### config.mk
export PLATFORM = sky130hd
export DESIGN_NAME = vsync_field_position_control
export DESIGN_NICKNAME = d
export VERILOG_FILES = /design/src/rtl/vsync_field_pkg.sv /design/src/rtl/line_timing_if.sv /design/src/rtl/line_position_match.sv /design/src/rtl/vsync_field_position_control.sv
export SDC_FILE = /design/constraint.sdc
export NUM_CORES = 1
export LEC_CHECK = 0
export ABC_AREA = 0
export BUFFER_PORTS_ARGS = -buffer_cell sky130_fd_sc_hd__buf_2
export CORE_MARGIN = 3
export CORE_UTILIZATION = 40
export CTS_CLUSTER_DIAMETER = 150
export DETAILED_ROUTE_END_ITERATION = 6
export GPL_TIMING_DRIVEN = 0
export PLACE_DENSITY = 0.64
export SYNTH_ARGS = -nofsm -noshare
export SYNTH_HDL_FRONTEND = slang
export SYNTH_HIERARCHICAL = 1
export SYNTH_SLANG_ARGS = --single-unit
### constraint.sdc
create_clock -name clk -period 4.5 [get_ports clk]
set_input_delay 0.45 -clock clk [delete_from_list [all_inputs] [get_ports clk]]
set_output_delay 0.45 -clock clk [all_outputs]
set_load 0.05 [all_outputs]
### src/rtl/vsync_field_pkg.sv
// Package with register map, field layout, reset values and reference lines for sync placement.
package vsync_field_pkg;

    // ************************************************************
    // Widths
    // ************************************************************
    localparam int LINE_W = 10;
    localparam int POS_W  = 5;

    // ************************************************************
    // Register offsets
    // ************************************************************
    localparam logic [7:0] OFS_VSYNC_FIELD_CONTROL_ONE   = 8'h31;
    localparam logic [7:0] OFS_VSYNC_FIELD_CONTROL_TWO   = 8'h32;
    localparam logic [7:0] OFS_VSYNC_FIELD_CONTROL_THREE = 8'h33;
    localparam logic [7:0] OFS_SYNC_PIN_POLARITY         = 8'h37;
    localparam logic [7:0] OFS_NTSC_VSYNC_END_CTRL       = 8'he6;
    localparam logic [7:0] OFS_NTSC_FIELD_TOGGLE_CTRL    = 8'he7;
    localparam logic [7:0] OFS_PAL_VSYNC_BEGIN_CTRL      = 8'he8;
    localparam logic [7:0] OFS_PAL_VSYNC_END_CTRL        = 8'he9;
    localparam logic [7:0] OFS_PAL_FIELD_TOGGLE_CTRL     = 8'hea;
    localparam logic [7:0] OFS_SYNC_STATUS               = 8'heb;

    // ************************************************************
    // Field layout shared by every position register
    // ************************************************************
    localparam int BIT_ODD_DELAY  = 7;
    localparam int BIT_EVEN_DELAY = 6;
    localparam int BIT_DIRECTION  = 5;
    localparam int POS_LSB        = 0;

    // Status register bit positions.
    localparam int STAT_VS    = 0;
    localparam int STAT_FIELD = 1;
    localparam int STAT_PAL   = 2;
    localparam int STAT_ODD   = 3;

    // ************************************************************
    // Values after reset
    // ************************************************************
    localparam logic [7:0] RST_CONTROL_ONE        = 8'h00;
    localparam logic [7:0] RST_CONTROL_TWO        = 8'h00;
    localparam logic [7:0] RST_CONTROL_THREE      = 8'h00;
    localparam logic [7:0] RST_POLARITY           = 8'h00;
    localparam logic [7:0] RST_NTSC_VSYNC_END     = 8'h04;
    localparam logic [7:0] RST_NTSC_FIELD_TOGGLE  = 8'h63;
    localparam logic [7:0] RST_PAL_VSYNC_BEGIN    = 8'h65;
    localparam logic [7:0] RST_PAL_VSYNC_END      = 8'h14;
    localparam logic [7:0] RST_PAL_FIELD_TOGGLE   = 8'h63;

    // ************************************************************
    // Reference lines, counted from the first line of a field
    // ************************************************************
    localparam logic [LINE_W-1:0] REF_NTSC_VS_START = 10'd3;
    localparam logic [LINE_W-1:0] REF_NTSC_VS_END   = 10'd32;
    localparam logic [LINE_W-1:0] REF_NTSC_TOGGLE   = 10'd32;
    localparam logic [LINE_W-1:0] REF_PAL_VS_START  = 10'd32;
    localparam logic [LINE_W-1:0] REF_PAL_VS_END    = 10'd32;
    localparam logic [LINE_W-1:0] REF_PAL_TOGGLE    = 10'd32;

endpackage

### src/rtl/line_timing_if.sv
// Interface carrying the line count and field parity from the sequencer to position matchers.
interface line_timing_if;
    logic                                line_start;
    logic                                field_start;
    logic [vsync_field_pkg::LINE_W-1:0]  line_count;
    logic                                field_odd;

    modport source (output line_start, output field_start, output line_count, output field_odd);
    modport sink   (input line_start, input field_start, input line_count, input field_odd);
endinterface

### src/rtl/line_position_match.sv
// Matcher that turns one position setting into a one-line event pulse.
module line_position_match #(
    parameter logic [vsync_field_pkg::LINE_W-1:0] REF_LINE = 10'd32
) (
    // Timing from the sequencer
    line_timing_if.sink timing,
    // Setting latched for the current field
    input  wire logic [7:0] ctrl,
    // Event pulse on the matching line start
    output logic            hit
);

    // Target line: reference moved by position, sign selects direction.
    function automatic logic [vsync_field_pkg::LINE_W-1:0] target_line(
        input logic [vsync_field_pkg::LINE_W-1:0] ref_line,
        input logic [7:0]                         setting,
        input logic                               odd
    );
        logic [vsync_field_pkg::LINE_W-1:0] pos;
        logic [vsync_field_pkg::LINE_W-1:0] base;
        logic                               extra;
        pos   = {5'h00, setting[vsync_field_pkg::POS_LSB +: vsync_field_pkg::POS_W]};
        extra = odd ? setting[vsync_field_pkg::BIT_ODD_DELAY]
                    : setting[vsync_field_pkg::BIT_EVEN_DELAY];
        if (setting[vsync_field_pkg::BIT_DIRECTION]) begin
            base = ref_line - pos;
        end else begin
            base = ref_line + pos;
        end
        return base + {9'h000, extra};
    endfunction

    logic [vsync_field_pkg::LINE_W-1:0] target;

    // Field parity picks which one-line delay bit applies.
    assign target = target_line(REF_LINE, ctrl, timing.field_odd);
    // The first line of a field restarts the count, so it never matches.
    assign hit = timing.line_start && !timing.field_start && (timing.line_count == target);

endmodule

### src/rtl/vsync_field_position_control.sv
// Vertical sync and field toggle placement for embedded timing codes and sync pins.

// Functional notes
// - NTSC sync end position, five bits, reset 00100.
// - Sync settings move code flag and pin together.
// - NTSC odd delay bit adds one line.
// - NTSC even delay bit adds one line.
// - NTSC toggle sign: one advances, zero delays.
// - NTSC toggle position, five bits, reset 00011.
// - Field settings move code flag and pin.
// - PAL start odd delay adds one line.
// - PAL start even delay adds one line.
// - PAL start sign: one advances, zero delays.
// - PAL start position, five bits, reset 00101.
// - PAL stop odd delay adds one line.
// - PAL stop even delay adds one line.
// - PAL stop sign: zero delays, one advances.
// - PAL stop position, five bits, reset 10100.
// - PAL toggle odd delay adds one line.
// - PAL toggle even delay adds one line.
// - PAL toggle sign: one advances, zero delays.
// - PAL toggle position, five bits, reset 00011.
module vsync_field_position_control (
    // Clock and reset
    input  wire logic       clk,
    input  wire logic       rst_n,
    // Register port
    input  wire logic [7:0] reg_addr,
    input  wire logic [7:0] reg_wdata,
    input  wire logic       reg_wr,
    input  wire logic       reg_rd,
    output logic [7:0]      reg_rdata,
    // Raw timing from the video timing generator
    input  wire logic       line_start,
    input  wire logic       field_start,
    input  wire logic       field_odd_in,
    input  wire logic       pal_mode,
    // Flags for the embedded timing codes
    output logic            v_bit,
    output logic            f_bit,
    // Sync pins toward the downstream receiver
    output logic            vertical_sync_pin,
    output logic            field_or_data_enable_pin
);

    // ************************************************************
    // Register file
    // ************************************************************
    logic [7:0] vsync_field_control_one;
    logic [7:0] vsync_field_control_two;
    logic [7:0] vsync_field_control_three;
    logic [7:0] sync_pin_polarity;
    logic [7:0] ntsc_vsync_end_ctrl;
    logic [7:0] ntsc_field_toggle_ctrl;
    logic [7:0] pal_vsync_begin_ctrl;
    logic [7:0] pal_vsync_end_ctrl;
    logic [7:0] pal_field_toggle_ctrl;

    // Copies used by the placement logic for the field in progress.
    logic [7:0] shadow_ntsc_end;
    logic [7:0] shadow_ntsc_toggle;
    logic [7:0] shadow_pal_start;
    logic [7:0] shadow_pal_stop;
    logic [7:0] shadow_pal_toggle;
    logic       shadow_pal;

    // Sequencer state.
    logic [vsync_field_pkg::LINE_W-1:0] line_count;
    logic                               field_odd;

    // Sync state, one flop each, feeding both code flags and pins.
    logic vs_level;
    logic field_level;

    // Event pulses from the matchers.
    logic hit_ntsc_end;
    logic hit_ntsc_toggle;
    logic hit_pal_start;
    logic hit_pal_stop;
    logic hit_pal_toggle;
    logic hit_ntsc_start;

    // Combined events for the active standard.
    logic vs_rise;
    logic vs_fall;
    logic toggle_now;

    // Next values of the sync state.
    logic next_vs_level;
    logic next_field_level;

    // Read data selected from the address.
    logic [7:0] next_rdata;

    // Readable status.
    logic [7:0] sync_status;

    line_timing_if timing ();

    // ************************************************************
    // Register writes
    // ************************************************************

    // Writes land in the live copies at once; the placement logic only
    // sees them at the next field boundary, so a write mid-field cannot
    // cut a sync pulse short or produce a double edge.
    always_ff @(posedge clk or negedge rst_n) begin
        if (!rst_n) begin
            vsync_field_control_one   <= vsync_field_pkg::RST_CONTROL_ONE;
            vsync_field_control_two   <= vsync_field_pkg::RST_CONTROL_TWO;
            vsync_field_control_three <= vsync_field_pkg::RST_CONTROL_THREE;
            sync_pin_polarity         <= vsync_field_pkg::RST_POLARITY;
            ntsc_vsync_end_ctrl       <= vsync_field_pkg::RST_NTSC_VSYNC_END;
            ntsc_field_toggle_ctrl    <= vsync_field_pkg::RST_NTSC_FIELD_TOGGLE;
            pal_vsync_begin_ctrl      <= vsync_field_pkg::RST_PAL_VSYNC_BEGIN;
            pal_vsync_end_ctrl        <= vsync_field_pkg::RST_PAL_VSYNC_END;
            pal_field_toggle_ctrl     <= vsync_field_pkg::RST_PAL_FIELD_TOGGLE;
        end else if (reg_wr) begin
            if (reg_addr == vsync_field_pkg::OFS_VSYNC_FIELD_CONTROL_ONE) begin
                vsync_field_control_one <= reg_wdata;
            end else if (reg_addr == vsync_field_pkg::OFS_VSYNC_FIELD_CONTROL_TWO) begin
                vsync_field_control_two <= reg_wdata;
            end else if (reg_addr == vsync_field_pkg::OFS_VSYNC_FIELD_CONTROL_THREE) begin
                vsync_field_control_three <= reg_wdata;
            end else if (reg_addr == vsync_field_pkg::OFS_SYNC_PIN_POLARITY) begin
                sync_pin_polarity <= reg_wdata;
            end else if (reg_addr == vsync_field_pkg::OFS_NTSC_VSYNC_END_CTRL) begin
                ntsc_vsync_end_ctrl <= reg_wdata;
            end else if (reg_addr == vsync_field_pkg::OFS_NTSC_FIELD_TOGGLE_CTRL) begin
                ntsc_field_toggle_ctrl <= reg_wdata;
            end else if (reg_addr == vsync_field_pkg::OFS_PAL_VSYNC_BEGIN_CTRL) begin
                pal_vsync_begin_ctrl <= reg_wdata;
            end else if (reg_addr == vsync_field_pkg::OFS_PAL_VSYNC_END_CTRL) begin
                pal_vsync_end_ctrl <= reg_wdata;
            end else if (reg_addr == vsync_field_pkg::OFS_PAL_FIELD_TOGGLE_CTRL) begin
                pal_field_toggle_ctrl <= reg_wdata;
            end
        end
    end

    // ************************************************************
    // Register reads
    // ************************************************************

    // Status shows the live sync state so software can poll for the
    // vertical interval before touching the placement registers.
    always_comb begin
        sync_status = 8'h00;
        sync_status[vsync_field_pkg::STAT_VS]    = vs_level;
        sync_status[vsync_field_pkg::STAT_FIELD] = field_level;
        sync_status[vsync_field_pkg::STAT_PAL]   = shadow_pal;
        sync_status[vsync_field_pkg::STAT_ODD]   = field_odd;
    end

    // Address decode for reads; unmapped addresses answer zero.
    always_comb begin
        if (reg_addr == vsync_field_pkg::OFS_VSYNC_FIELD_CONTROL_ONE) begin
            next_rdata = vsync_field_control_one;
        end else if (reg_addr == vsync_field_pkg::OFS_VSYNC_FIELD_CONTROL_TWO) begin
            next_rdata = vsync_field_control_two;
        end else if (reg_addr == vsync_field_pkg::OFS_VSYNC_FIELD_CONTROL_THREE) begin
            next_rdata = vsync_field_control_three;
        end else if (reg_addr == vsync_field_pkg::OFS_SYNC_PIN_POLARITY) begin
            next_rdata = sync_pin_polarity;
        end else if (reg_addr == vsync_field_pkg::OFS_NTSC_VSYNC_END_CTRL) begin
            next_rdata = ntsc_vsync_end_ctrl;
        end else if (reg_addr == vsync_field_pkg::OFS_NTSC_FIELD_TOGGLE_CTRL) begin
            next_rdata = ntsc_field_toggle_ctrl;
        end else if (reg_addr == vsync_field_pkg::OFS_PAL_VSYNC_BEGIN_CTRL) begin
            next_rdata = pal_vsync_begin_ctrl;
        end else if (reg_addr == vsync_field_pkg::OFS_PAL_VSYNC_END_CTRL) begin
            next_rdata = pal_vsync_end_ctrl;
        end else if (reg_addr == vsync_field_pkg::OFS_PAL_FIELD_TOGGLE_CTRL) begin
            next_rdata = pal_field_toggle_ctrl;
        end else if (reg_addr == vsync_field_pkg::OFS_SYNC_STATUS) begin
            next_rdata = sync_status;
        end else begin
            next_rdata = 8'h00;
        end
    end

    // Read data is registered and holds until the next read strobe.
    always_ff @(posedge clk or negedge rst_n) begin
        if (!rst_n) begin
            reg_rdata <= 8'h00;
        end else if (reg_rd) begin
            reg_rdata <= next_rdata;
        end
    end

    // ************************************************************
    // Field boundary latch
    // ************************************************************

    // Every setting and the standard are captured together at the field
    // boundary, so one field is always placed from one consistent set.
    always_ff @(posedge clk or negedge rst_n) begin
        if (!rst_n) begin
            shadow_ntsc_end    <= vsync_field_pkg::RST_NTSC_VSYNC_END;
            shadow_ntsc_toggle <= vsync_field_pkg::RST_NTSC_FIELD_TOGGLE;
            shadow_pal_start   <= vsync_field_pkg::RST_PAL_VSYNC_BEGIN;
            shadow_pal_stop    <= vsync_field_pkg::RST_PAL_VSYNC_END;
            shadow_pal_toggle  <= vsync_field_pkg::RST_PAL_FIELD_TOGGLE;
            shadow_pal         <= 1'b0;
            field_odd          <= 1'b1;
        end else if (field_start) begin
            shadow_ntsc_end    <= ntsc_vsync_end_ctrl;
            shadow_ntsc_toggle <= ntsc_field_toggle_ctrl;
            shadow_pal_start   <= pal_vsync_begin_ctrl;
            shadow_pal_stop    <= pal_vsync_end_ctrl;
            shadow_pal_toggle  <= pal_field_toggle_ctrl;
            shadow_pal         <= pal_mode;
            field_odd          <= field_odd_in;
        end
    end

    // ************************************************************
    // Line sequencer
    // ************************************************************

    // Lines are counted from zero at the field boundary; the count
    // saturates so a missing boundary cannot wrap into false matches.
    always_ff @(posedge clk or negedge rst_n) begin
        if (!rst_n) begin
            line_count <= '0;
        end else if (field_start) begin
            line_count <= '0;
        end else if (line_start && (line_count != '1)) begin
            line_count <= line_count + 10'd1;
        end
    end

    // Matchers see the count before it advances on the same line start.
    assign timing.line_start  = line_start;
    assign timing.field_start = field_start;
    assign timing.line_count  = line_count;
    assign timing.field_odd   = field_odd;

    // ************************************************************
    // Position matchers
    // ************************************************************

    // NTSC sync end from its five-bit position, sign and field delays.
    line_position_match #(
        .REF_LINE (vsync_field_pkg::REF_NTSC_VS_END)
    ) u_ntsc_end (
        .timing (timing),
        .ctrl   (shadow_ntsc_end),
        .hit    (hit_ntsc_end)
    );

    // NTSC field toggle; odd and even delay and sign come from bits 7..5.
    line_position_match #(
        .REF_LINE (vsync_field_pkg::REF_NTSC_TOGGLE)
    ) u_ntsc_toggle (
        .timing (timing),
        .ctrl   (shadow_ntsc_toggle),
        .hit    (hit_ntsc_toggle)
    );

    // PAL sync start.
    line_position_match #(
        .REF_LINE (vsync_field_pkg::REF_PAL_VS_START)
    ) u_pal_start (
        .timing (timing),
        .ctrl   (shadow_pal_start),
        .hit    (hit_pal_start)
    );

    // PAL sync stop; sign zero delays, one advances.
    line_position_match #(
        .REF_LINE (vsync_field_pkg::REF_PAL_VS_END)
    ) u_pal_stop (
        .timing (timing),
        .ctrl   (shadow_pal_stop),
        .hit    (hit_pal_stop)
    );

    // PAL field toggle.
    line_position_match #(
        .REF_LINE (vsync_field_pkg::REF_PAL_TOGGLE)
    ) u_pal_toggle (
        .timing (timing),
        .ctrl   (shadow_pal_toggle),
        .hit    (hit_pal_toggle)
    );

    // The NTSC start is not programmable here and sits at a fixed line.
    assign hit_ntsc_start = line_start && !field_start
                            && (line_count == vsync_field_pkg::REF_NTSC_VS_START);

    // ************************************************************
    // Event selection
    // ************************************************************

    // Only the events of the standard latched for this field act.
    always_comb begin
        if (shadow_pal) begin
            vs_rise    = hit_pal_start;
            vs_fall    = hit_pal_stop;
            toggle_now = hit_pal_toggle;
        end else begin
            vs_rise    = hit_ntsc_start;
            vs_fall    = hit_ntsc_end;
            toggle_now = hit_ntsc_toggle;
        end
    end

    // Sync state. If start and end fall on one line, end wins so that a
    // bad setting yields no pulse rather than one stuck high all field.
    always_comb begin
        next_vs_level = vs_level;
        if (vs_fall) begin
            next_vs_level = 1'b0;
        end else if (vs_rise) begin
            next_vs_level = 1'b1;
        end
    end

    // Field flag goes low for an odd field and high for an even one.
    always_comb begin
        next_field_level = field_level;
        if (toggle_now) begin
            next_field_level = !field_odd;
        end
    end

    // ************************************************************
    // Sync state flops
    // ************************************************************

    // One flop per flag keeps code flags and pins edge-aligned.
    always_ff @(posedge clk or negedge rst_n) begin
        if (!rst_n) begin
            vs_level    <= 1'b0;
            field_level <= 1'b0;
        end else begin
            vs_level    <= next_vs_level;
            field_level <= next_field_level;
        end
    end

    // ************************************************************
    // Outputs
    // ************************************************************

    // Code flag and pin share one flop, so they can never disagree.
    assign v_bit                    = vs_level;
    assign vertical_sync_pin        = vs_level;
    assign f_bit                    = field_level;
    assign field_or_data_enable_pin = field_level;

endmodule

==> summary.md, run 1 <==
| Metric | Value |
|---|---|
| Status | finished clean |
| Placed inst area | approximately 8800 sq um |
| Crit path DAT | 3.37 ns |
| Global-route wire length before repair | between 30 and 40 mm |
| Row count | 52 |
| WP data required | between 4 and 5 ns |
| Leak pwr | 0.00397 uW |
| Reg2reg path depth | 10 |
| Fin. Hold Viols | 0 |
| Slew at the pin with the worst max-slew slack | about 0.8 ns |
| Mux cell area share after synthesis | 18.4% |
| Reg2Reg Setup Slack | 1.42 ns |
| Pwr Density | about 340 nW/um^2 |
| Hold Path Class | input port to flop |
| Min Tclk post-route | a little over 3 ns |
| Initial antenna violation count | 0 |
| Register area | 3390 sq um |
| Largest net degree at the start of global routing | 100 |
| Die width | 150 microns |
| Largest family of logic cells by synthesized area | multiplexers |
| Post-layout nets | 825 |
| DIE AREA | approximately 22000 sq um |
| Fmax | approximately 320 MHz |
| Final setup fails | 0 |
| Die Height | 150 microns |
| CP max FO | 8 |
| Clock root cell | clkbuf_16 |
| Vias in the first global route | 5971 |
| CP Capture Type | flop |
| # diodes | 0 |
| Share of layout cells above drive strength 1 | 33.8% |
| Fillers | about 1900 |
| Mapped Area | 8280 sq um |
| Via density | approximately 5.6 |
| Starting DRT DRC Count | 363 |
| Final Power | 3160 uW |
| Max reg flops | 10 |
| Slew HR | 45.6% |
| Largest Register | line_count |
| Yosys Warn Count | 6 |
| CTS Sinks | between 100 and 150 |
| #FFs+latches synth | about 130 |
| Post-synth ARST share | between 90% and 100% |
| Worst r2r dst | f_bit |
| Gpl congestion | 0.873 |
| Min-Delay Path Depth | 2 |
| Clk buf depth | 2 |
| Hold WS | 0.266 ns |
| Post-Synth Adder-Cell Area | 2.42% |
| Setup TNS | 0 ns |
| Final Skew | between 0.01 and 0.015 ns |
| Post-synth EDFFs | 0 |
| Max-slew violation count | 0 |
| WL final | between 20 and 25 mm |
| Antenna-violating nets left | 0 |
| Port Buffers | 32 |
| Syn_area_per_cell | 11.3 sq um |
| Core area | between 20000 and 25000 sq um |
| Skew-Pair Late Insertion Delay | around 0.42 ns |
| Synth Flop Type | dfrtp_1 |
| Starting Density | 40.8% |
| Hold Path Sink | shadow_pal |
| Hold Crit Start | pal_mode |
| Area occupied by multi-input gates | 4550 sq um |
| RSZ-0062 raised after global routing | no |
| All-layer global routing usage | 19.1% |
| Max_cap viols | 0 |
| WS Path Type | flop to flop |
| Worst vdd ir | between 0.2 and 0.3 mV |
| Yosys cell types | 62 |
| Sequential share of the synthesized area | 41.0% |
| Drt wl/cell | 19.3 microns |
| Tcrit/Tclk final | between 60% and 70% |
| Post-DP HPWL | roughly 15 mm |
| Post-synthesis compound-gate area fraction | between 10 and 15% |
| RR Startpoint | field_odd |
| Synth Area in XOR/XNOR | between 7 and 8% |
| Syn-to-layout area delta | 13.8% |
| Num CTS Buffers | 17 |
| Simple-Gate Fraction of Synth Area | a little over an eighth |
| CP Launch Type | flop |
| # DRC | 0 |
| Post-CTS Setup Bufs | 0 |
| Mapped Cells | 732 |
| Design area | 9420 sq um |
| CTS tree | yes |
| Vias after detailed routing | 5957 |
| Synthesized Nets | 772 |
| H-tree lvl count | 4 |
| CTS clk-pin slew, worst paths | 0.06 ns |
| DRT Pass-1 Iters | 5 |
| Global route overflow | 0 |
| I/O Pins | 36 |
-- cells in the final DEF (no fill, tap or decap), types with 11 or more instances in the layout --
cell type / Yosys / routed
mux2_2: 119 / 119
dfrtp_1: 103 / 103
buf_2: 9 / 40
xor2_1: 36 / 36
xnor2_1: 36 / 36
nor2_1: 35 / 35
inv_1: 33 / 33
dfstp_2: 31 / 31
nand2_1: 28 / 28
o21ai_0: 21 / 21
a21oi_1: 17 / 17
clkbuf_16: 0 / 17
ha_1: 16 / 16
nor3_1: 14 / 14
nand2b_1: 13 / 13
mux2i_1: 13 / 13
nand3_1: 13 / 13
nand4_1: 11 / 11
-- through the flow --
step,worst slack [ns],instances,util [%]
global route,1.22,1068,46.4
floorplan,1.88,732,-
finish,1.42,1068,46.4
global placement,1.10,1034,43.2
detailed placement,1.43,1035,43.4
CTS,1.43,1068,46.4
-- worst max path at each step --
stage                    from  cells past startpoint             endpoint
CTS                 field_odd                     10                f_bit
global placement        rst_n                      1  shadow_pal_start[1]
finish              field_odd                     10                f_bit
floorplan           field_odd                     10                f_bit
detailed placement  field_odd                     10                f_bit
global route        field_odd                     10                f_bit
-- kinds of logic (layout without fill, tap and decap cells) --
| group | count (synthesis) | after routing |
|---|---|---|
| AND/OR/NAND/NOR | 183 | 183 |
| multiplexers | 135 | 135 |
| flip-flops | 134 | 134 |
| AO/OA/AOI/OAI | 127 | 127 |
| XOR/XNOR | 72 | 72 |
| buffers and inverters | 65 | 131 |
| adder cells (fa/ha/maj) | 16 | 16 |
-- critical path: stages, from the launching register on --
cell	delay, ns
dfstp_2	0.71
mux2_2	0.43
ha_1	0.24
nand4b_1	0.15
o311ai_1	0.21
a2111oi_4	0.37
mux2i_1	0.14
a2111oi_2	0.39
mux2i_1	0.14
nand2_1	0.08
o21ai_0	0.07
-- cells in the mapped netlist (10+ instances only) --
| cell | count | area (sq um) |
|---|---|---|
| dfstp_2 | 31 | 815 |
| nor2b_1 | 10 | 62.6 |
| inv_1 | 33 | 124 |
| nor3_1 | 14 | 70.1 |
| o21ai_0 | 21 | 105 |
| mux2_2 | 119 | 1340 |
| nor2_1 | 35 | 131 |
| ha_1 | 16 | 200 |
| xnor2_1 | 36 | 315 |
| a21oi_1 | 17 | 85.1 |
| nand2b_1 | 13 | 81.3 |
| nand4_1 | 11 | 68.8 |
| mux2i_1 | 13 | 130 |
| nand3_1 | 13 | 65.1 |
| dfrtp_1 | 103 | 2580 |
| xor2_1 | 36 | 315 |
| nand2_1 | 28 | 105 |
-- layer usage --
metal  GRT usage [%]  part of all wire, %  vias up  wire length (microns)
met3            4.12                  3.0       17                    626
met4            4.57                  1.2        0                    239
met2            31.2                   47      108                   9760
met5               0                    0        -                      0
li1                -                    -     2834                      -
met1            25.8                   48     2998                   9940
-- repair_timing --
action,4_1_cts,5_1_grt
hold buffers,1,0
resized for setup,0,0
endpoints found under the hold margin,33,0
-- where the power goes --
part           internal (uW)  total (uW)  switching (uW)
Sequential              1280        1350            73.2
Clock                    853        1400             550
Combinational            165         403             237
Total                   2300        3160             861
-- final cells by class --
cell class	instances	area share [%]
inverter	33	1.31
multi-input combinational	533	48.3
buffer	32	2.23
clock inverter	13	1.55
sequential	134	36.0
timing repair buffer	34	2.16
tap	270	3.59
clock buffer	19	4.81
Power figures use the tool's default switching activity.
==> run 2: changes to the inputs <==
- ABC_AREA: 0 -> 1
- clock period: 4.5 -> 2.87 ns (I/O delays scaled with it)
==> run 2 against run 1 <==
Effect of this change: critical path depth is 4 higher; worst setup slack worse by 1.2 ns; global-route usage is 0.94 points higher; fmax is 17% higher; wire length is 4.9% higher; sequential cell count stayed put; die area is 0.40% higher; first-iteration DRC count is 38% higher; clock skew is 0.0023 ns lower; total power is 53% higher.
==> summary.md, run 2 <==
| Metric | Value |
|---|---|
| Vias in the first global route | 7113 |
| Mapped Area | slightly above 8000 sq um |
| Dpl ws | 0.0830 ns |
| Tcrit/Tclk final | 92.0% |
| Post-synth ARST share | 100% |
| Gpl congestion | 0.892 |
| Die Height | 150 microns |
| Placed inst area | 8860 sq um |
| Core area | ~20000 sq um |
| Pwr Density | 510 nW/um^2 |
| Largest stage delay, worst path | 0.63 ns |
| Clk buf depth | 2 |
| Largest Register | line_count |
| Most frequent cells after synthesis | nand2_1, inv_1, dfrtp_1 |
| Most frequent cells in the layout | nand2_1, inv_1, dfrtp_1, o21ai_0, nor2_1 |
| Vias after detailed routing | 7534 |
| Global route overflow | 0 |
| Num CTS Buffers | 17 |
| Max-slew violation count | 0 |
| Area occupied by multi-input gates | 4120 sq um |
| Synth top area cells | dfrtp_1, nand2_1, dfstp_2 |
| Final Power | 4830 uW |
| Mapped Cells | 1188 |
| Antenna-violating nets left | 0 |
| Final setup fails | 0 |
| Post-layout nets | 1286 |
| Syn_area_per_cell | approximately 7 sq um |
| Post-DP HPWL | 16.0 mm |
| Via density | ~4.9 |
| Crit path DAT | 2.95 ns |
| Leak pwr | roughly 0.0046 uW |
| WS Path Type | flop to flop |
| Starting DRT DRC Count | 502 |
| Global-route wire length before repair | around 36 mm |
| Sequential share of the synthesized area | about two fifths |
| Synthesized Nets | 1228 |
| Final Skew | about 0.0080 ns |
| Hold WS | 0.0772 ns |
| Design area | 9460 sq um |
| Most frequent cell after synthesis | nand2_1 |
| Yosys cell types | 33 |
| Share of the synthesized area in the top cell type | 31.0% |
| Hold Path Class | input port to flop |
| Initial antenna violation count | 0 |
| Worst vdd ir | 0.406 mV |
| WP data required | 3.18 ns |
| Slew at the pin with the worst max-slew slack | slightly below 0.6 ns |
| Fillers | 2078 |
| Yosys Warn Count | 6 |
| Share of layout cells above drive strength 1 | between 10% and 20% |
| CTS clk-pin slew, worst paths | around 0.06 ns |
| Register area | 3390 sq um |
| Row count | 52 |
| DRT Pass-1 Iters | 5 |
| RSZ-0062 raised after global routing | no |
| CTS Sinks | 134 |
| Status | finished clean |
| Max_cap viols | 0 |
| Critical-path top delay cell | dfstp_2 |
| WL final | 21.6 mm |
| Critical Path, Cell by Cell | mux2_2 > ha_1 > ha_1 > inv_1 > or2_2 > o211ai_1 > nor2_1 > nand2_1 > nor2_1 > nand3_1 > nor2_1 > nor2_1 > o21ai_0 > o31ai_1 |
| Min Tclk post-route | 2.64 ns |
| Synth Flop Type | dfrtp_1 |
| CTS tree | yes |
| Fin. Hold Viols | 0 |
| CP Launch Type | flop |
| H-tree lvl count | 4 |
| Max reg flops | 10 |
| Synth area leader | dfrtp_1 |
| I/O Pins | 36 |
| Fmax | 379 MHz |
| Slew HR | 61.3% |
| Port Buffers | 35 |
| Skew-Pair Late Insertion Delay | ~0.43 ns |
| CP max FO | 6 |
| Commonest non-fill, non-tap cell in the layout | nand2_1 |
| Setup TNS | 0 ns |
| # diodes | 0 |
| #FFs+latches synth | 134 |
| Die width | 150 microns |
| # DRC | 0 |
| All-layer global routing usage | 20.0% |
| Post-synth EDFFs | 0 |
| Crit-path leading delay family | simple AND/OR/NAND/NOR gates |
| Largest net degree at the start of global routing | 76 |
| CP Capture Type | flop |
| Most frequent CP cell | nor2_1 |
| Drt wl/cell | 14.1 microns |
| Final WS setup | 0.229 ns |
| Syn-to-layout area delta | 13.8% |
| Clock root cell | clkbuf_16 |
| DIE AREA | between 20000 and 25000 sq um |
| Buf+Inv Stages, Crit Path | 1 |
| Starting Density | 41.0% |
[run 2: logic make-up (layout without fill, tap and decap cells)]
family	count (synthesis)	count (layout)	synth area share, %
AOI/OAI and AO/OA	142	142	9.66
xor gates and xnor gates	2	2	0.211
DFF	134	134	40.8
muxes	5	5	0.677
buffers and inverters	196	267	9.69
and+or+nand+nor	693	693	36.6
adders and majority gates	16	16	2.41
[run 2: what timing repair did]
| action | 4_1_cts | 5_1_grt |
|---|---|---|
| setup endpoints to repair | 0 | 1 |
| hold buffers | 1 | 0 |
| gates resized for setup | 0 | 0 |
| hold endpoints to repair | 47 | 0 |
| setup buffers | 0 | 2 |
[run 2: per-stage QoR]
| stage | utilization, % | instances |
|---|---|---|
| 2_1_floorplan | - | 1188 |
| 3_3_place_gp | 43.5 | 1493 |
| 3_5_place_dp | 43.7 | 1494 |
| 4_1_cts | 46.5 | 1527 |
| 5_1_grt | 46.6 | 1529 |
| 6_report | 46.6 | 1529 |
[run 2: final timing paths]
path                                startpoint                     to  depth (start not counted)  slack [ns]
setup reg to reg                     field_odd                  v_bit                         14        0.23
hold reg to reg            shadow_pal_start[6]    shadow_pal_start[6]                          2        0.46
setup / recovery                     field_odd                  v_bit                         14        0.23
hold / removal                        pal_mode             shadow_pal                          3        0.08
max in group asynchronous                rst_n  pal_vsync_end_ctrl[4]                          3        1.67
min in group asynchronous                rst_n          line_count[2]                          2        0.39
[run 2: tightest hold or removal path: stages]
cell and delay (ns):
buf_2 0.08, nand2_1 0.04, o21ai_0 0.05
[run 2: final cells by class]
type	count	area share, %
buffer	31	1.97
sequential	134	35.9
timing repair buffer	39	2.61
clock inverter	13	1.34
clock buffer	19	4.58
inverter	165	6.55
tap	270	3.57
multi-input combinational	858	43.5
[run 2: report_power, final]
group	internal (uW)	switching [uW]
Combinational	215	445
Sequential	2000	88.4
Clock	1200	872
Total	3420	1410
[run 2: routing by layer]
metal	track usage (%)	share of wire, %	vias to the layer above
met5	0	0	-
met4	5.99	1.8	0
met3	3.64	4.7	30
met2	33.1	47	189
met1	26.8	47	3447
li1	-	-	3868
==> run 3: changes to the inputs <==
- SYNTH_HIERARCHICAL: 1 -> default
- clock period: 2.87 -> 2.8 ns (I/O delays scaled with it)
==> run 3 against run 2 <==
Effect of this change: critical path type unchanged; critical endpoint is now f_bit; clock power is 11% higher; highest routed layer unchanged; hold slack worse by 0.017 ns; sequential power grew 3%.
==> summary.md, run 3 <==
| Metric | Value |
|---|---|
| Reg2reg path depth | 17 |
| Skew-Pair Late Insertion Delay | 0.43 ns |
| Drt wl/cell | 16.1 microns |
| Max reg flops | 10 |
| # diodes | 0 |
| Post-DP HPWL | 15.6 mm |
| Post-CTS Setup Bufs | 0 |
| Worst r2r dst | f_bit |
| Yosys Warn Count | 0 |
| RSZ-0062 raised after global routing | no |
| P_sw | 1590 uW |
| H-tree lvl count | 4 |
| Most frequent cells after synthesis | nand2_1, inv_1, o21ai_0 |
| Syn-to-layout area delta | 14.5% |
| Slew at the pin with the worst max-slew slack | 0.684 ns |
| Tcrit/Tclk final | 90.9% |
| All-layer global routing usage | 21.5% |
| Yosys cell types | 38 |
| Most frequent cell after synthesis | nand2_1 |
| Setup TNS | 0 ns |
| Final Skew | 0.00817 ns |
| Synth area leader | dfrtp_1 |
| Post-synth EDFFs | 0 |
| I/O Pins | 36 |
| Die Height | between 100 and 150 microns |
| Int Power | between 3000 and 4000 uW |
| Final setup fails | 0 |
| CTS Sinks | 134 |
| CP Launch Type | flop |
| Max-slew violation count | 0 |
| #FFs+latches synth | 134 |
| Clock root cell | clkbuf_16 |
| CTS clk-pin slew, worst paths | 0.06 ns |
| Hold Path Class | input port to flop |
| Most frequent cells in the layout | nand2_1, inv_1, o21ai_0, dfrtp_1, nand3_1 |
| CP max FO | 10 |
| Synth Flop Type | dfrtp_1 |
| Critical Path, Cell by Cell | clkbuf_4 > nand2_1 > o21ai_0 > ha_2 > ha_1 > nand2_1 > nand2_1 > nand2_1 > nand3_1 > nor3_1 > nand2_1 > nor2_1 > nand3_1 > nor2_2 > nand4_1 > nand2_1 > inv_1 |
| Share of layout cells above drive strength 1 | 15.4% |
| Core area | 18300 sq um |
| WP data required | 3.13 ns |
| Mapped Cells | between 1000 and 1500 |
| Sw Ratio | 31.0% |
| Clock share of power | between 40 and 50% |
| Worst vdd ir | around 0.43 mV |
| Most frequent CP cell | nand2_1 |
| Post-synth ARST share | between 90% and 100% |
| Status | finished clean |
| Crit path DAT | ~2.9 ns |
| Starting Density | 41.5% |
| DRT Pass-1 Iters | 5 |
| WL final | 21.1 mm |
| Clk buf depth | 2 |
| Mapped Area | 7580 sq um |
| Starting DRT DRC Count | 389 |
| Vias in the first global route | between 6000 and 7000 |
| Initial antenna violation count | 0 |
| Max_cap viols | 0 |
| Row count | slightly below 50 |
| Sequential share of the synthesized area | 44.7% |
| Via density | 5.19 |
| Post-layout nets | 1105 |
| Gpl congestion | 0.919 |
| Slew HR | 54.4% |
| Pwr Density | 590 nW/um^2 |
| Crit. Startpoint | field_odd |
| Die width | 144 microns |
| # DRC | 0 |
| Share of the synthesized area in the top cell type | 34.0% |
| Fin. Hold Viols | 0 |
| Leak pwr | 0.00421 uW |
| Largest Register | line_count |
| Seq pwr share | 42.2% |
| Num CTS Buffers | 17 |
| Synth top area cells | dfrtp_1, nand2_1, dfstp_2 |
| RR Startpoint | field_odd |
| CTS tree | yes |
| Port Buffers | 33 |
| Fmax | around 390 MHz |
| Syn_area_per_cell | between 7 and 8 sq um |
| Global route overflow | 0 |
| Commonest non-fill, non-tap cell in the layout | nand2_1 |
| Global-route wire length before repair | 34.3 mm |
| Critical-path top delay cell | dfstp_2 |
| Comb pwr share | a little over an eighth |
| WS Path Type | flop to flop |
| DIE AREA | about 21000 sq um |
| Last element of the critical path | f_bit |
| CP Capture Type | flop |
| Largest stage delay, worst path | 0.57 ns |
| Vias after detailed routing | 6786 |
| Synthesized Nets | approximately 1100 |
| Min Tclk post-route | ~2.5 ns |
| Util after Layout | 47.6% |
| Antenna-violating nets left | 0 |
| Largest net degree at the start of global routing | 87 |
| Reg2Reg Setup Slack | 0.26 ns |
==> run 3: cell types whose count changed after synthesis, sizes merged, moves of 7 or more <==
cell    delta
nor2      -64
nand2     -94
inv       -36
nand4     +10
a221oi     +8
o21ai     +22
nand3     -15
or2        -8
a21oi      +7
==> run 3: critical path: cells and delay by family, from the launching register on <==
kind	cells	cell delay (ns)
adders and majority gates	2	0.49
buffers and inverters	2	0.25
AOI/OAI and AO/OA	1	0.11
DFF	1	0.57
and+or+nand+nor	12	1.00
==> run 3: how the worst min path moves through the flow <==
stage,from,endpoint,slack [ns],depth (start not counted)
after CTS,pal_mode,shadow_pal,0.05,3
after global routing,reg_wdata[6],pal_field_toggle_ctrl[6],0.07,3
after detailed placement,rst_n,shadow_pal_toggle[4],0.26,1
after global placement,shadow_pal_start[7],shadow_pal_start[7],0.46,2
after floorplan,rst_n,f_bit,-0.02,0
final,pal_mode,shadow_pal,0.06,3
==> run 3: what timing repair did <==
item	4_1_cts	5_1_grt
endpoints found under the hold margin	32	0
gates resized for setup	0	5
hold buffers	1	0
setup endpoints to repair	0	2
==> run 3: layout make-up <==
class	count	area (sq um)
inverters	131	493
plain buffers	30	159
well taps	229	287
fillers	1804	9580
clock buffers	17	425
clock inverters	15	176
repair buffers	35	209
multi-input cells	716	3550
flip-flops and latches	134	3390
==> run 3: cells by family after synthesis <==
family,after synthesis,share of synthesized area (%)
simple gates,516,30.2
compound gates,170,12.0
buf+inv,161,8.54
flops,134,44.7
fa+ha+maj,16,2.64
xor+xnor,8,1.12
mux,6,0.792
==> run 3: through the flow <==
stage	area [sq um]	setup slack (ns)	cells	hold slack, ns	total power, uW
after floorplan	7580	0.510	1011	-0.0156	2620
after global placement	8040	-0.492	1273	0.458	2860
after detailed placement	8070	0.0207	1274	0.264	2880
after CTS	8680	0.0120	1307	0.0521	5170
after global routing	8690	0.00486	1307	0.0740	5340
final	8690	0.256	1307	0.0607	5130
==> run 3: metal layers <==
| layer | vias up | track usage (%) | share of wire, % |
|---|---|---|---|
| li1 | 3404 | - | - |
| met1 | 3199 | 28.4 | 45 |
| met2 | 151 | 36.1 | 49 |
| met3 | 32 | 3.96 | 4.3 |
| met4 | 0 | 6.39 | 1.9 |
| met5 | - | 0 | 0 |
==> run 3: power by group through the flow <==
stage | sequential (uW) | combinational [uW] | clock (uW)
after floorplan | 2210 | 412 | 0
after global placement | 2190 | 661 | 0
after detailed placement | 2200 | 678 | 0
after CTS | 2170 | 683 | 2320
after global routing | 2180 | 764 | 2400
final | 2160 | 678 | 2290
